==> config.mk <==
export PLATFORM = sky130hd
export DESIGN_NAME = vhif_top
export DESIGN_NICKNAME = d
export VERILOG_FILES = /design/src/verilog/vhif_pkg.sv /design/src/verilog/vhif_top.sv
export VERILOG_INCLUDE_DIRS = /design/src /design/src/verilog
export SDC_FILE = /design/constraint.sdc
export NUM_CORES = 1
export LEC_CHECK = 0
export ABC_AREA = 1
export BUFFER_PORTS_ARGS = -buffer_cell sky130_fd_sc_hd__buf_2
export CAP_MARGIN = 20
export CORE_MARGIN = 1
export CORE_UTILIZATION = 48
export CTS_CLUSTER_DIAMETER = 150
export CTS_CLUSTER_SIZE = 25
export DETAILED_ROUTE_END_ITERATION = 12
export MAX_ROUTING_LAYER = met4
export PLACE_DENSITY_LB_ADDON = 0.1
export SETUP_SLACK_MARGIN = 0.4
export SYNTH_ARGS = -nofsm -noshare
export SYNTH_HDL_FRONTEND = slang
export SYNTH_SLANG_ARGS = --single-unit
export TNS_END_PERCENT = 1
==> constraint.sdc <==
create_clock -name REF_CLK -period 3 [get_ports REF_CLK]
set_clock_uncertainty 0.05 [all_clocks]
set_input_delay 0.75 -clock REF_CLK [delete_from_list [all_inputs] [get_ports REF_CLK]]
set_output_delay 0.75 -clock REF_CLK [all_outputs]
set_load 0.05 [all_outputs]
==> src/verilog/vhif_map.svh <==
`ifndef VHIF_MAP_SVH
`define VHIF_MAP_SVH
`define VHIF_A_WCNT 8'hbc
`define VHIF_A_THR 8'hbd
`define VHIF_A_OUTCTL 8'hc0
`define VHIF_A_ROUTE 8'hc4
`define VHIF_A_FIFO 8'he2
`define VHIF_A_ADR0 8'he8
`define VHIF_A_ADR1 8'he9
`define VHIF_A_ADR2 8'hea
`define VHIF_A_RAW0 8'hf0
`define VHIF_A_RAW1 8'hf1
`define VHIF_A_MSK_ST0 8'hf2
`define VHIF_A_MSK_ST1 8'hf3
`define VHIF_A_EN0 8'hf4
`define VHIF_A_EN1 8'hf5
`define VHIF_A_CLR0 8'hf6
`define VHIF_A_CLR1 8'hf7
`define VHIF_THR_RST 8'h80
`define VHIF_ZERO8 8'h00
`define VHIF_ROUTE_RST 8'hfe
`define VHIF_B_HOST_EN 0
`define VHIF_B_LEVEL_PASSED 7
`define VHIF_W_RAW1 3
`endif

==> src/verilog/vhif_pkg.sv <==
package vhif_pkg;
    // Kind of VBI data carried by the line now arriving
    typedef enum logic [2:0] {
        VHIF_TELETEXT = 3'h0, VHIF_WSS = 3'h1, VHIF_VPS = 3'h2, VHIF_VITC = 3'h3,
        VHIF_CAPTION = 3'h4, VHIF_OTHER = 3'h5
    } vhif_type_t;
    // Line acceptance state
    typedef enum logic [1:0] {
        VHIF_LN_IDLE = 2'b00, VHIF_LN_PASS = 2'b01, VHIF_LN_DROP = 2'b10
    } vhif_line_t;
endpackage : vhif_pkg

==> src/verilog/vhif_top.sv <==
`include "vhif_map.svh"

// Byte FIFO with valid/ready on both sides
module vhif_fifo #(
    parameter int WIDTH = 8,
    parameter int DEPTH = 8
) (
    // Clock and reset
    input wire logic clk,
    input wire logic arst_n,
    // Fill side
    input wire logic in_valid,
    output logic in_ready,
    input wire logic [WIDTH-1:0] in_data,
    // Drain side
    output logic out_valid,
    input wire logic out_ready,
    output logic [WIDTH-1:0] out_data,
    // Fill level
    output logic [$clog2(DEPTH+1)-1:0] level
);
    localparam int AW = $clog2(DEPTH);
    localparam int LW = $clog2(DEPTH+1);

    // Refused at elaboration: pointer wrap needs a power-of-two depth
    if (DEPTH < 2 || (DEPTH & (DEPTH - 1)) != 0 || WIDTH < 1) begin : g_bad_cfg
        $error("vhif_fifo: DEPTH must be a power of two >= 2");
    end

    logic [WIDTH-1:0] mem [DEPTH];
    logic [AW-1:0] wr_ptr_ff;
    logic [AW-1:0] rd_ptr_ff;
    logic [LW-1:0] cnt_ff;
    logic push;
    logic pop;

    // Honest flags straight from the count
    assign in_ready = (cnt_ff != LW'(DEPTH));
    assign out_valid = (cnt_ff != '0);
    assign out_data = mem[rd_ptr_ff];
    assign level = cnt_ff;
    assign push = in_valid && in_ready;
    assign pop = out_valid && out_ready;

    // Storage has no reset; only pointers and count need a defined value
    always_ff @(posedge clk) begin
        if (push) begin
            mem[wr_ptr_ff] <= in_data;
        end
    end

    // Pointers and count
    always_ff @(posedge clk or negedge arst_n) begin
        if (!arst_n) begin
            wr_ptr_ff <= '0;
            rd_ptr_ff <= '0;
            cnt_ff <= '0;
        end else begin
            if (push) begin
                wr_ptr_ff <= wr_ptr_ff + 1'b1;
            end
            if (pop) begin
                rd_ptr_ff <= rd_ptr_ff + 1'b1;
            end
            if (push && !pop) begin
                cnt_ff <= cnt_ff + 1'b1;
            end else if (pop && !push) begin
                cnt_ff <= cnt_ff - 1'b1;
            end
        end
    end
endmodule : vhif_fifo

// Host status, interrupt and FIFO port of the VBI slicer
module vhif_top import vhif_pkg::*; #(
    parameter int DEPTH = 8
) (
    // Clock and reset
    input wire logic REF_CLK,
    input wire logic ARST_N,
    // Register port
    input wire logic [7:0] REG_ADDR,
    input wire logic [7:0] REG_WDATA,
    input wire logic REG_WR,
    input wire logic REG_RD,
    output logic [7:0] REG_RDATA,
    // Slicer line stream
    input wire logic SLC_SOL,
    input wire logic [7:0] SLC_LEN,
    input wire logic [2:0] SLC_TYPE,
    input wire logic SLC_VALID,
    input wire logic [7:0] SLC_DATA,
    output logic SLC_READY,
    // Event pulses from the slicer and decoder
    input wire logic [6:0] EVT_DATA,
    input wire logic EVT_CPROT,
    input wire logic EVT_STD,
    // Video output path for FIFO data
    output logic VID_VALID,
    input wire logic VID_READY,
    output logic [7:0] VID_DATA,
    // Internal bus address and interrupt
    output logic [23:0] IBUS_ADDR,
    output logic HOST_IRQ
);
    localparam int LW = $clog2(DEPTH+1);

    // Refused at elaboration: line lengths are only eight bits wide
    if (DEPTH > 255) begin : g_bad_depth
        $error("vhif_top: DEPTH must fit an 8-bit line length");
    end

    logic [7:0] thr_ff;
    logic host_en_ff;
    logic [7:0] route_ff;
    logic [23:0] addr_ff;
    logic [7:0] raw0_ff;
    logic [2:0] raw1_ff;
    logic [7:0] en0_ff;
    logic [2:0] en1_ff;
    logic [7:0] rdata_ff;
    vhif_line_t line_ff;
    logic [7:0] left_ff;
    logic [LW-1:0] level;
    logic f_out_valid;
    logic f_out_ready;
    logic [7:0] f_out_data;
    logic f_in_ready;
    logic f_in_valid;
    logic [7:0] st0;
    logic [2:0] st1;
    logic wr0;
    logic wr1;
    logic sol_ok;
    logic fits;
    logic to_fifo;
    logic host_pop;
    logic thr_evt;
    logic full_evt;
    logic [7:0] nxt_rdata;
    logic [7:0] words;

    vhif_fifo #(.WIDTH(8), .DEPTH(DEPTH)) u_fifo (
        .clk(REF_CLK),
        .arst_n(ARST_N),
        .in_valid(f_in_valid),
        .in_ready(f_in_ready),
        .in_data(SLC_DATA),
        .out_valid(f_out_valid),
        .out_ready(f_out_ready),
        .out_data(f_out_data),
        .level(level)
    );

    // Host reads pop only while host access is on; otherwise video drains
    assign host_pop = REG_RD && (REG_ADDR == `VHIF_A_FIFO) && host_en_ff && f_out_valid;
    assign f_out_ready = host_en_ff ? host_pop : VID_READY;
    assign VID_VALID = f_out_valid && !host_en_ff;
    assign VID_DATA = f_out_data;

    // Line admission: teletext whatever its route bit, others by route bit; both must fit
    assign to_fifo = (SLC_TYPE == VHIF_TELETEXT) || route_ff[SLC_TYPE];
    // Whole-line fit check; a short line after a drop still enters
    assign fits = ({1'b0, SLC_LEN} <= 9'(DEPTH - int'(level)));
    assign sol_ok = SLC_SOL && (line_ff == VHIF_LN_IDLE) && (SLC_LEN != 8'h00);
    assign full_evt = sol_ok && to_fifo && !fits;
    assign f_in_valid = SLC_VALID && (line_ff == VHIF_LN_PASS);
    // Dropped bytes are swallowed so the slicer never stalls on them
    assign SLC_READY = (line_ff == VHIF_LN_PASS) ? f_in_ready : (line_ff == VHIF_LN_DROP);

    // Line state and remaining byte count
    always_ff @(posedge REF_CLK or negedge ARST_N) begin
        if (!ARST_N) begin
            line_ff <= VHIF_LN_IDLE;
            left_ff <= 8'h00;
        end else begin
            case (line_ff)
                VHIF_LN_IDLE: begin
                    if (sol_ok) begin
                        line_ff <= (to_fifo && fits) ? VHIF_LN_PASS : VHIF_LN_DROP;
                        left_ff <= SLC_LEN;
                    end
                end
                VHIF_LN_PASS, VHIF_LN_DROP: begin
                    if (SLC_VALID && SLC_READY) begin
                        left_ff <= left_ff - 8'h01;
                        if (left_ff == 8'h01) begin
                            line_ff <= VHIF_LN_IDLE;
                        end
                    end
                end
                default: begin
                    line_ff <= VHIF_LN_IDLE;
                end
            endcase
        end
    end

    // Words are byte pairs; event fires while the count exceeds threshold
    assign words = 8'(level >> 1);
    assign thr_evt = (words > thr_ff);

    assign wr0 = REG_WR && (REG_ADDR == `VHIF_A_CLR0);
    assign wr1 = REG_WR && (REG_ADDR == `VHIF_A_CLR1);

    // Sticky raw flags: a new event beats a clear in the same cycle
    always_ff @(posedge REF_CLK or negedge ARST_N) begin
        if (!ARST_N) begin
            raw0_ff <= `VHIF_ZERO8;
            raw1_ff <= 3'h0;
        end else begin
            raw0_ff <= (raw0_ff & ~(wr0 ? REG_WDATA : 8'h00)) | {thr_evt, EVT_DATA};
            raw1_ff <= (raw1_ff & ~(wr1 ? REG_WDATA[2:0] : 3'h0))
                | {EVT_CPROT, EVT_STD, full_evt};
        end
    end

    // Masking never touches the raw flags
    assign st0 = raw0_ff & en0_ff;
    assign st1 = raw1_ff & en1_ff;
    assign HOST_IRQ = (|st0) || (|st1);

    // Software-written control registers
    always_ff @(posedge REF_CLK or negedge ARST_N) begin
        if (!ARST_N) begin
            thr_ff <= `VHIF_THR_RST;
            host_en_ff <= 1'b0;
            route_ff <= `VHIF_ROUTE_RST;
            addr_ff <= 24'h000000;
            en0_ff <= `VHIF_ZERO8;
            en1_ff <= 3'h0;
        end else if (REG_WR) begin
            case (REG_ADDR)
                `VHIF_A_THR: thr_ff <= REG_WDATA;
                `VHIF_A_OUTCTL: host_en_ff <= REG_WDATA[`VHIF_B_HOST_EN];
                `VHIF_A_ROUTE: route_ff <= REG_WDATA;
                `VHIF_A_ADR0: addr_ff[7:0] <= REG_WDATA;
                `VHIF_A_ADR1: addr_ff[15:8] <= REG_WDATA;
                `VHIF_A_ADR2: addr_ff[23:16] <= REG_WDATA;
                `VHIF_A_EN0: en0_ff <= REG_WDATA;
                `VHIF_A_EN1: en1_ff <= REG_WDATA[2:0];
                default: begin
                end
            endcase
        end
    end
    assign IBUS_ADDR = addr_ff;

    // Read mux; reads have no side effect on flags
    always_comb begin
        nxt_rdata = 8'h00;
        case (REG_ADDR)
            `VHIF_A_WCNT: nxt_rdata = words;
            `VHIF_A_THR: nxt_rdata = thr_ff;
            `VHIF_A_OUTCTL: nxt_rdata = {7'h00, host_en_ff};
            `VHIF_A_ROUTE: nxt_rdata = route_ff;
            `VHIF_A_FIFO: nxt_rdata = host_pop ? f_out_data : 8'h00;
            `VHIF_A_ADR0: nxt_rdata = addr_ff[7:0];
            `VHIF_A_ADR1: nxt_rdata = addr_ff[15:8];
            `VHIF_A_ADR2: nxt_rdata = addr_ff[23:16];
            `VHIF_A_RAW0: nxt_rdata = raw0_ff;
            `VHIF_A_RAW1: nxt_rdata = {5'h00, raw1_ff};
            `VHIF_A_MSK_ST0: nxt_rdata = st0;
            `VHIF_A_MSK_ST1: nxt_rdata = {5'h00, st1};
            `VHIF_A_EN0: nxt_rdata = en0_ff;
            `VHIF_A_EN1: nxt_rdata = {5'h00, en1_ff};
            default: nxt_rdata = 8'h00;
        endcase
    end

    // Read data stands in the cycle after the strobe only
    always_ff @(posedge REF_CLK or negedge ARST_N) begin
        if (!ARST_N) begin
            rdata_ff <= 8'h00;
        end else begin
            rdata_ff <= REG_RD ? nxt_rdata : 8'h00;
        end
    end
    assign REG_RDATA = rdata_ff;
endmodule : vhif_top

==> metrics.txt, run 1 <==
Routed WL per cell around 16 um; Crit. End Element output pin; worst setup margin between 0.4 and 0.5 ns; outcome finished, final reports clean; peak supply drop around 580 uV; EDFF count, synth between 60 and 70; clock latency on the worst-skew pair 0.42 ns; Critical Path End SLC_READY; vias 6616; Netlist cell types 40; DR iter-0 viols roughly 630; Ys Warns 0; Nets 1112; DRT antenna net count 0; Hold Path Class input pin to async pin; drt pass-1 iters 5; CTS Buf Count 17; Synth top cells by count nand2_1 (300), nand3_1 (109), dfrtp_1 (83); post-synth top area cell dfrtp_1; clk sinks around 160; Top cell by count, worst path buf_4; area grow syn2layout 18.0%; slowest stage cell, crit path dfrtp_2; ratio of cells with drive above 1 in the final layout 0.210; RSZ-0062 raised after global routing yes; register area share after synthesis 0.524; crit-path max FO 4; fin crit share 0.854; R2R Path Start u_fifo.level[0]$_DFFE_PN0P_; core box area between 0.015 and 0.02 mm^2; CP arrival 1.76 ns; dpl hpwl approximately 15000 um; total wire length just over 20000 um; ys async rst share 0.587; DRC violations left 0; critical path class flip-flop to output pin; Mean Syn Cell Area a little under 9 um^2; Slew headroom 0.631; crit start category flip-flop; Worst EP required between 2 and 2.5 ns; final setup violation count 0; Buf+Inv Stages, Crit Path 3; setup TNS 0 ns; clock tree root driver cell clkbuf_16; worst slew pin tran around 0.55 ns; share of the synthesized area in the top cell type 0.258; critical path depth 7; initial antenna violation count 2; Max Cap Viol 0; initial cell density of the core 0.499; vias in the first global route between 6000 and 7000; CP startpoint u_fifo.level[0]$_DFFE_PN0P_; die height between 100 and 150 um; reg2reg path depth 15; slowest cell delay on critical path 0.44 ns; H-tree depth 4; r2r endpoint u_fifo.level[3]$_DFFE_PN0P_; Primary FF master, synth dfrtp_1; LEAKAGE around 0.0046 uW; CTS tree yes; CP top delay family flip-flops; Worst R2R Setup Slack about 0.61 ns; max-slew violations 0; # rows 46; port buffer count between 90 and 100; Synth Register Bits 155; top-count cell post-synth nand2_1; crit path time final about 2.6 ns; Vias/cell between 5 and 6; clock-pin slew on the worst setup and hold paths about 0.060 ns; Synth Cell Area around 0.008 mm^2; first-pass GRT wire length between 30000 and 40000 um; Synthesized Nets between 1000 and 1500; die extent in x between 100 and 150 um; die area between 0.015 and 0.02 mm^2; Pwr per Cell Area 828 mW/mm^2; cells along the critical path inv_2 -> ha_4 -> nand2_1 -> nor2_2 -> buf_4 -> a21boi_1 -> buf_4; DP Worst Slack ~0.17 ns; maximum clock rate a little under 0.4 GHz; Max clock buf depth 2; Mapped Cells slightly above 900; Synth area leaders dfrtp_1 (26%), edfxtp_1 (24%), nand2_1 (14%); Total GRT Usage 0.258; largest net degree at the start of global routing 64; GP Congestion approximately 0.91; gr ovfl total 0; I/O pin cnt 94; count of final hold-check violations 0
==> registers in the layout (all words and copies together) (netlist names) <==
signal and cells:
thr_ff 8, host_en_ff 1, left_ff 8, raw1_ff 3, u_fifo.level 4, u_fifo.rd_ptr_ff 3
u_fifo.wr_ptr_ff 3, u_fifo.mem 64, raw0_ff 8, IBUS_ADDR 24, route_ff 8, REG_RDATA 8
en1_ff 3, line_ff 2, en0_ff 8
==> how the worst min path moves through the flow <==
stage,to,slack (ns),cells past startpoint
2_1_floorplan,IBUS_ADDR[0]$_DFFE_PN0P_,0.40,0
3_3_place_gp,route_ff[0]$_DFFE_PN0P_,0.42,2
3_5_place_dp,route_ff[0]$_DFFE_PN0P_,0.43,2
4_1_cts,REG_RDATA[7]$_DFF_PN0_,0.19,1
5_1_grt,REG_RDATA[7]$_DFF_PN0_,0.20,1
6_report,REG_RDATA[7]$_DFF_PN0_,0.19,1
==> cell families after synthesis <==
kind of cell	count (synthesis)	synth area share
AOI/OAI and AO/OA	103	0.0722
buffers and inverters	116	0.0648
DFF	155	0.524
xor gates and xnor gates	13	0.0142
adders and majority gates	24	0.0383
and+or+nand+nor	518	0.287
==> repair_timing <==
| item | CTS | global route |
|---|---|---|
| gates resized for setup | 4 | 23 |
| endpoints found under the setup margin | 10 | 10 |
| hold buffers | 0 | 0 |
| buffers inserted | 0 | 1 |
| pin swaps | 0 | 1 |
==> cells in the final DEF (no fill, tap or decap), drive strengths merged <==
cell type,netlist,final
nand2,314,314
buf,20,113
nand3,110,110
inv,88,94
o21ai,94,94
dfrtp,83,83
nor2,68,68
edfxtp,64,64
ha,23,23
clkbuf,6,23
nand4,17,17
xor2,10,10
dfstp,8,8
a21oi,5,5
or2,4,4
xnor2,3,3
bufinv,0,3
clkinv,2,3
diode,0,2
nand3b,2,2
o211ai,2,2
and2,1,1
nor3b,1,1
a21boi,1,1
a31oi,1,1
nor3,1,1
fa,1,1
clkinvlp,0,1
==> worst reg2reg max path, cell delays in order (launching register included) <==
cell and delay [ns]:
dfrtp_2 0.44, inv_2 0.10, ha_4 0.17, nand2_1 0.09
nor2_2 0.16, inv_1 0.06, nand3_1 0.11, inv_2 0.07
ha_2 0.19, inv_2 0.07, ha_1 0.26, a21oi_1 0.13
o21ai_1 0.09, xor2_1 0.14, nand2_1 0.06, o21ai_0 0.07
==> power breakdown <==
group	internal (uW)	switching [uW]	leakage [uW]
registers	2420	173	0.00172
logic	945	2020	0.00252
clock network	1420	880	0.000312
==> per-stage QoR <==
| step | power (uW) | instances | hold slack, ns | util | area, um^2 |
|---|---|---|---|---|---|
| finish | 7850 | 1268 | 0.194 | 0.589 | 9490 |
| global route | 8370 | 1268 | 0.202 | 0.589 | 9490 |
| CTS | 7800 | 1265 | 0.194 | 0.585 | 9430 |
| detailed placement | 5480 | 1233 | 0.426 | 0.545 | 8780 |
| global placement | 5430 | 1233 | 0.421 | 0.545 | 8780 |
| floorplan | 4810 | 929 | 0.399 | - | 8050 |
==> per-layer routing <==
| metal | GRT usage | share of wire | vias to the layer above |
|---|---|---|---|
| li1 | - | - | 3280 |
| met4 | 0.0891 | 0.019 | 0 |
| met2 | 0.376 | 0.45 | 216 |
| met5 | - | 0 | - |
| met1 | 0.362 | 0.47 | 3090 |
| met3 | 0.0486 | 0.059 | 30 |
==> cell type report <==
type                    count  area [um^2]
inverters                  90          345
fillers                  1431         6630
multi-input cells         658         3340
diodes                      2         5.00
flip-flops and latches    155         4210
clock inverters            11          155
repair buffers            115          674
well taps                 216          270
clock buffers              21          482
(Power assumes the default switching activity.)
==> run 2, diff against run 1 <==
ABC_AREA = not set   (was 1)
==> metrics.txt, run 2 <==
Crit. End Element output pin; Synth top cells by count dfrtp_1 (83), nand2_1 (67), edfxtp_1 (64); max-slew violations 0; CTS Buf Count 17; Max clock buf depth 2; CP top delay family multiplexers; Slew headroom 0.545; DR iter-0 viols ~600; crit-path max FO 7; area grow syn2layout 20.8%; Max Cap Viol 0; H-tree depth 4; share of the synthesized area in the top cell type 0.265; Vias/cell approximately 5.8; outcome finished, final reports clean; r2r endpoint u_fifo.level[3]$_DFFE_PN0P_; vias in the first global route about 5600; Buf+Inv Stages, Crit Path 2; largest net degree at the start of global routing 47; Hold Path Class input pin to async pin; Mapped Cells 606; DRC violations left 0; area taken by flip-flops and latches between 0.004 and 0.005 mm^2; crit path time final roughly 2.7 ns; clock tree root driver cell clkbuf_16; main combinational cell family by area after synthesis multiplexers; clock latency on the worst-skew pair 0.42 ns; Worst EP required 2.20 ns; FILL cells 1285; drt pass-1 iters 5; slowest cell delay on critical path 0.50 ns; Synth Area in XOR/XNOR 0.0121; met3 wire length 1240 um; commonest non-fill, non-tap cells in the layout buf_2 (84), dfrtp_1 (80), edfxtp_1 (64); clock-pin slew on the worst setup and hold paths around 0.07 ns; worst slew pin tran between 0.6 and 0.7 ns; dpl hpwl between 10000 and 15000 um; EDFF count, synth 64; Mean Syn Cell Area between 10 and 15 um^2; post-synthesis adder-cell area fraction 0.0393; total wire length 20000 um; RSZ-0062 raised after global routing yes; commonest non-fill, non-tap cell in the layout buf_2; hold_ws around 0.28 ns; initial antenna violation count 0; fin crit share 0.913; Diodes inserted 0; compound-gate portion of the synthesized area 0.0982; final core utilization 0.596; Netlist cell types between 80 and 90; DRT antenna net count 0; reg2reg path depth 13; simple-gate area share of the yosys netlist 0.128; CTS Hold Buffers Added 0; maximum clock rate 0.365 GHz; cells along the critical path buf_12 -> mux4_2 -> mux2_4 -> buf_8; met1 WL approximately 9200 um; total power between 7000 and 8000 uW; top-count cell post-synth dfrtp_1; ys async rst share 0.587; Largest register FFs between 60 and 70; port buffer count 93; core box area between 0.015 and 0.02 mm^2; crit start category flip-flop; Routed WL per cell 20.8 um; met2 WL 9330 um; GP Congestion roughly 0.9; Worst R2R Setup Slack ~0.38 ns; final setup violation count 0; register area share after synthesis 0.537; Synth area leaders dfrtp_1 (27%), edfxtp_1 (25%), mux2_2 (8.5%); critical path class flip-flop to output pin; setup TNS 0 ns; count of final hold-check violations 0; multi-input logic area ~0.0034 mm^2; die height about 130 um; die extent in x approximately 130 um; highest metal used met4; R2R Path Start u_fifo.level[0]$_DFFE_PN0P_; Synth Cell Area approximately 0.008 mm^2; Synthesized Nets around 680; first-pass GRT wire length ~31000 um; vias about 5600; Ys Warns 0; Synth Register Bits between 150 and 200; worst setup margin between 0.2 and 0.3 ns; Pwr per Cell Area approximately 820 mW/mm^2; Primary FF master, synth dfrtp_1; ratio of cells with drive above 1 in the final layout 0.387; Nets a little over 800; Total GRT Usage 0.263; LEAKAGE between 0.004 and 0.005 uW; clk sinks about 160; peak supply drop 613 uV; initial cell density of the core 0.493; mux share of post-synthesis cell area 0.152; most flop-heavy register u_fifo.mem; CTS tree yes; die area approximately 0.017 mm^2; I/O pin cnt 94; # rows 46; DP Worst Slack roughly 0.14 ns; slowest stage cell, crit path mux4_2; post-synth top area cell dfrtp_1; gr ovfl total 0; CP arrival 1.94 ns
run 2: cells by family after synthesis:
family | Yosys count
AND/OR/NAND/NOR | 180
flip-flops | 155
AO/OA/AOI/OAI | 103
multiplexers | 89
buffers and inverters | 45
adder cells (fa/ha/maj) | 24
XOR/XNOR | 10
run 2: worst max path at each step:
stage / slack [ns] / startpoint / depth (start not counted) / end
2_1_floorplan: 0.23 / REG_ADDR[2] / 11 / u_fifo.level[3]$_DFFE_PN0P_
3_3_place_gp: 0.18 / REG_ADDR[3] / 12 / u_fifo.level[3]$_DFFE_PN0P_
3_5_place_dp: 0.14 / REG_ADDR[3] / 12 / u_fifo.level[3]$_DFFE_PN0P_
4_1_cts: 0.25 / u_fifo.rd_ptr_ff[1]$_DFFE_PN0P_ / 6 / VID_DATA[5]
5_1_grt: 0.20 / u_fifo.rd_ptr_ff[1]$_DFFE_PN0P_ / 6 / VID_DATA[5]
6_report: 0.26 / u_fifo.rd_ptr_ff[1]$_DFFE_PN0P_ / 4 / VID_DATA[4]
run 2: where the power goes:
| group | internal (uW) | switching (uW) |
|---|---|---|
| registers | 2410 | 280 |
| logic | 1400 | 1650 |
| clock network | 1080 | 907 |
run 2: final cells by class:
class,count,share of cell area
clock inverters,13,0.0114
flip-flops and latches,155,0.445
well taps,216,0.0286
inverters,22,0.00899
multi-input cells,406,0.364
repair buffers,132,0.0964
clock buffers,19,0.0458
run 2: metal layers:
layer | GRT usage | vias up
met5 | - | -
met4 | 0.0643 | 0
met3 | 0.0570 | 19
met2 | 0.389 | 206
met1 | 0.370 | 2853
li1 | - | 2554
run 2: stage by stage:
step	instances	area, um^2
after floorplan	606	7890
after global placement	921	8700
after detailed placement	921	8700
after CTS	962	9450
after global routing	963	9460
final	963	9460
run 2: worst reg2reg max path: stages, from the launching register on:
cell and delay (ns):
dfrtp_2 0.42, inv_1 0.06, ha_1 0.25, nor3b_4 0.19
nor4b_4 0.37, a21oi_4 0.08, ha_4 0.18, inv_4 0.07
ha_4 0.19, a21o_1 0.16, a21oi_2 0.13, xnor2_1 0.12
nor2_1 0.07, xor2_1 0.13
run 2: repair_timing:
| action | in CTS | in global routing |
|---|---|---|
| gates resized for setup | 36 | 3 |
| buffers inserted | 8 | 1 |
| pin swaps | 3 | 0 |
| endpoints found under the setup margin | 16 | 17 |
| gates cloned | 1 | 0 |
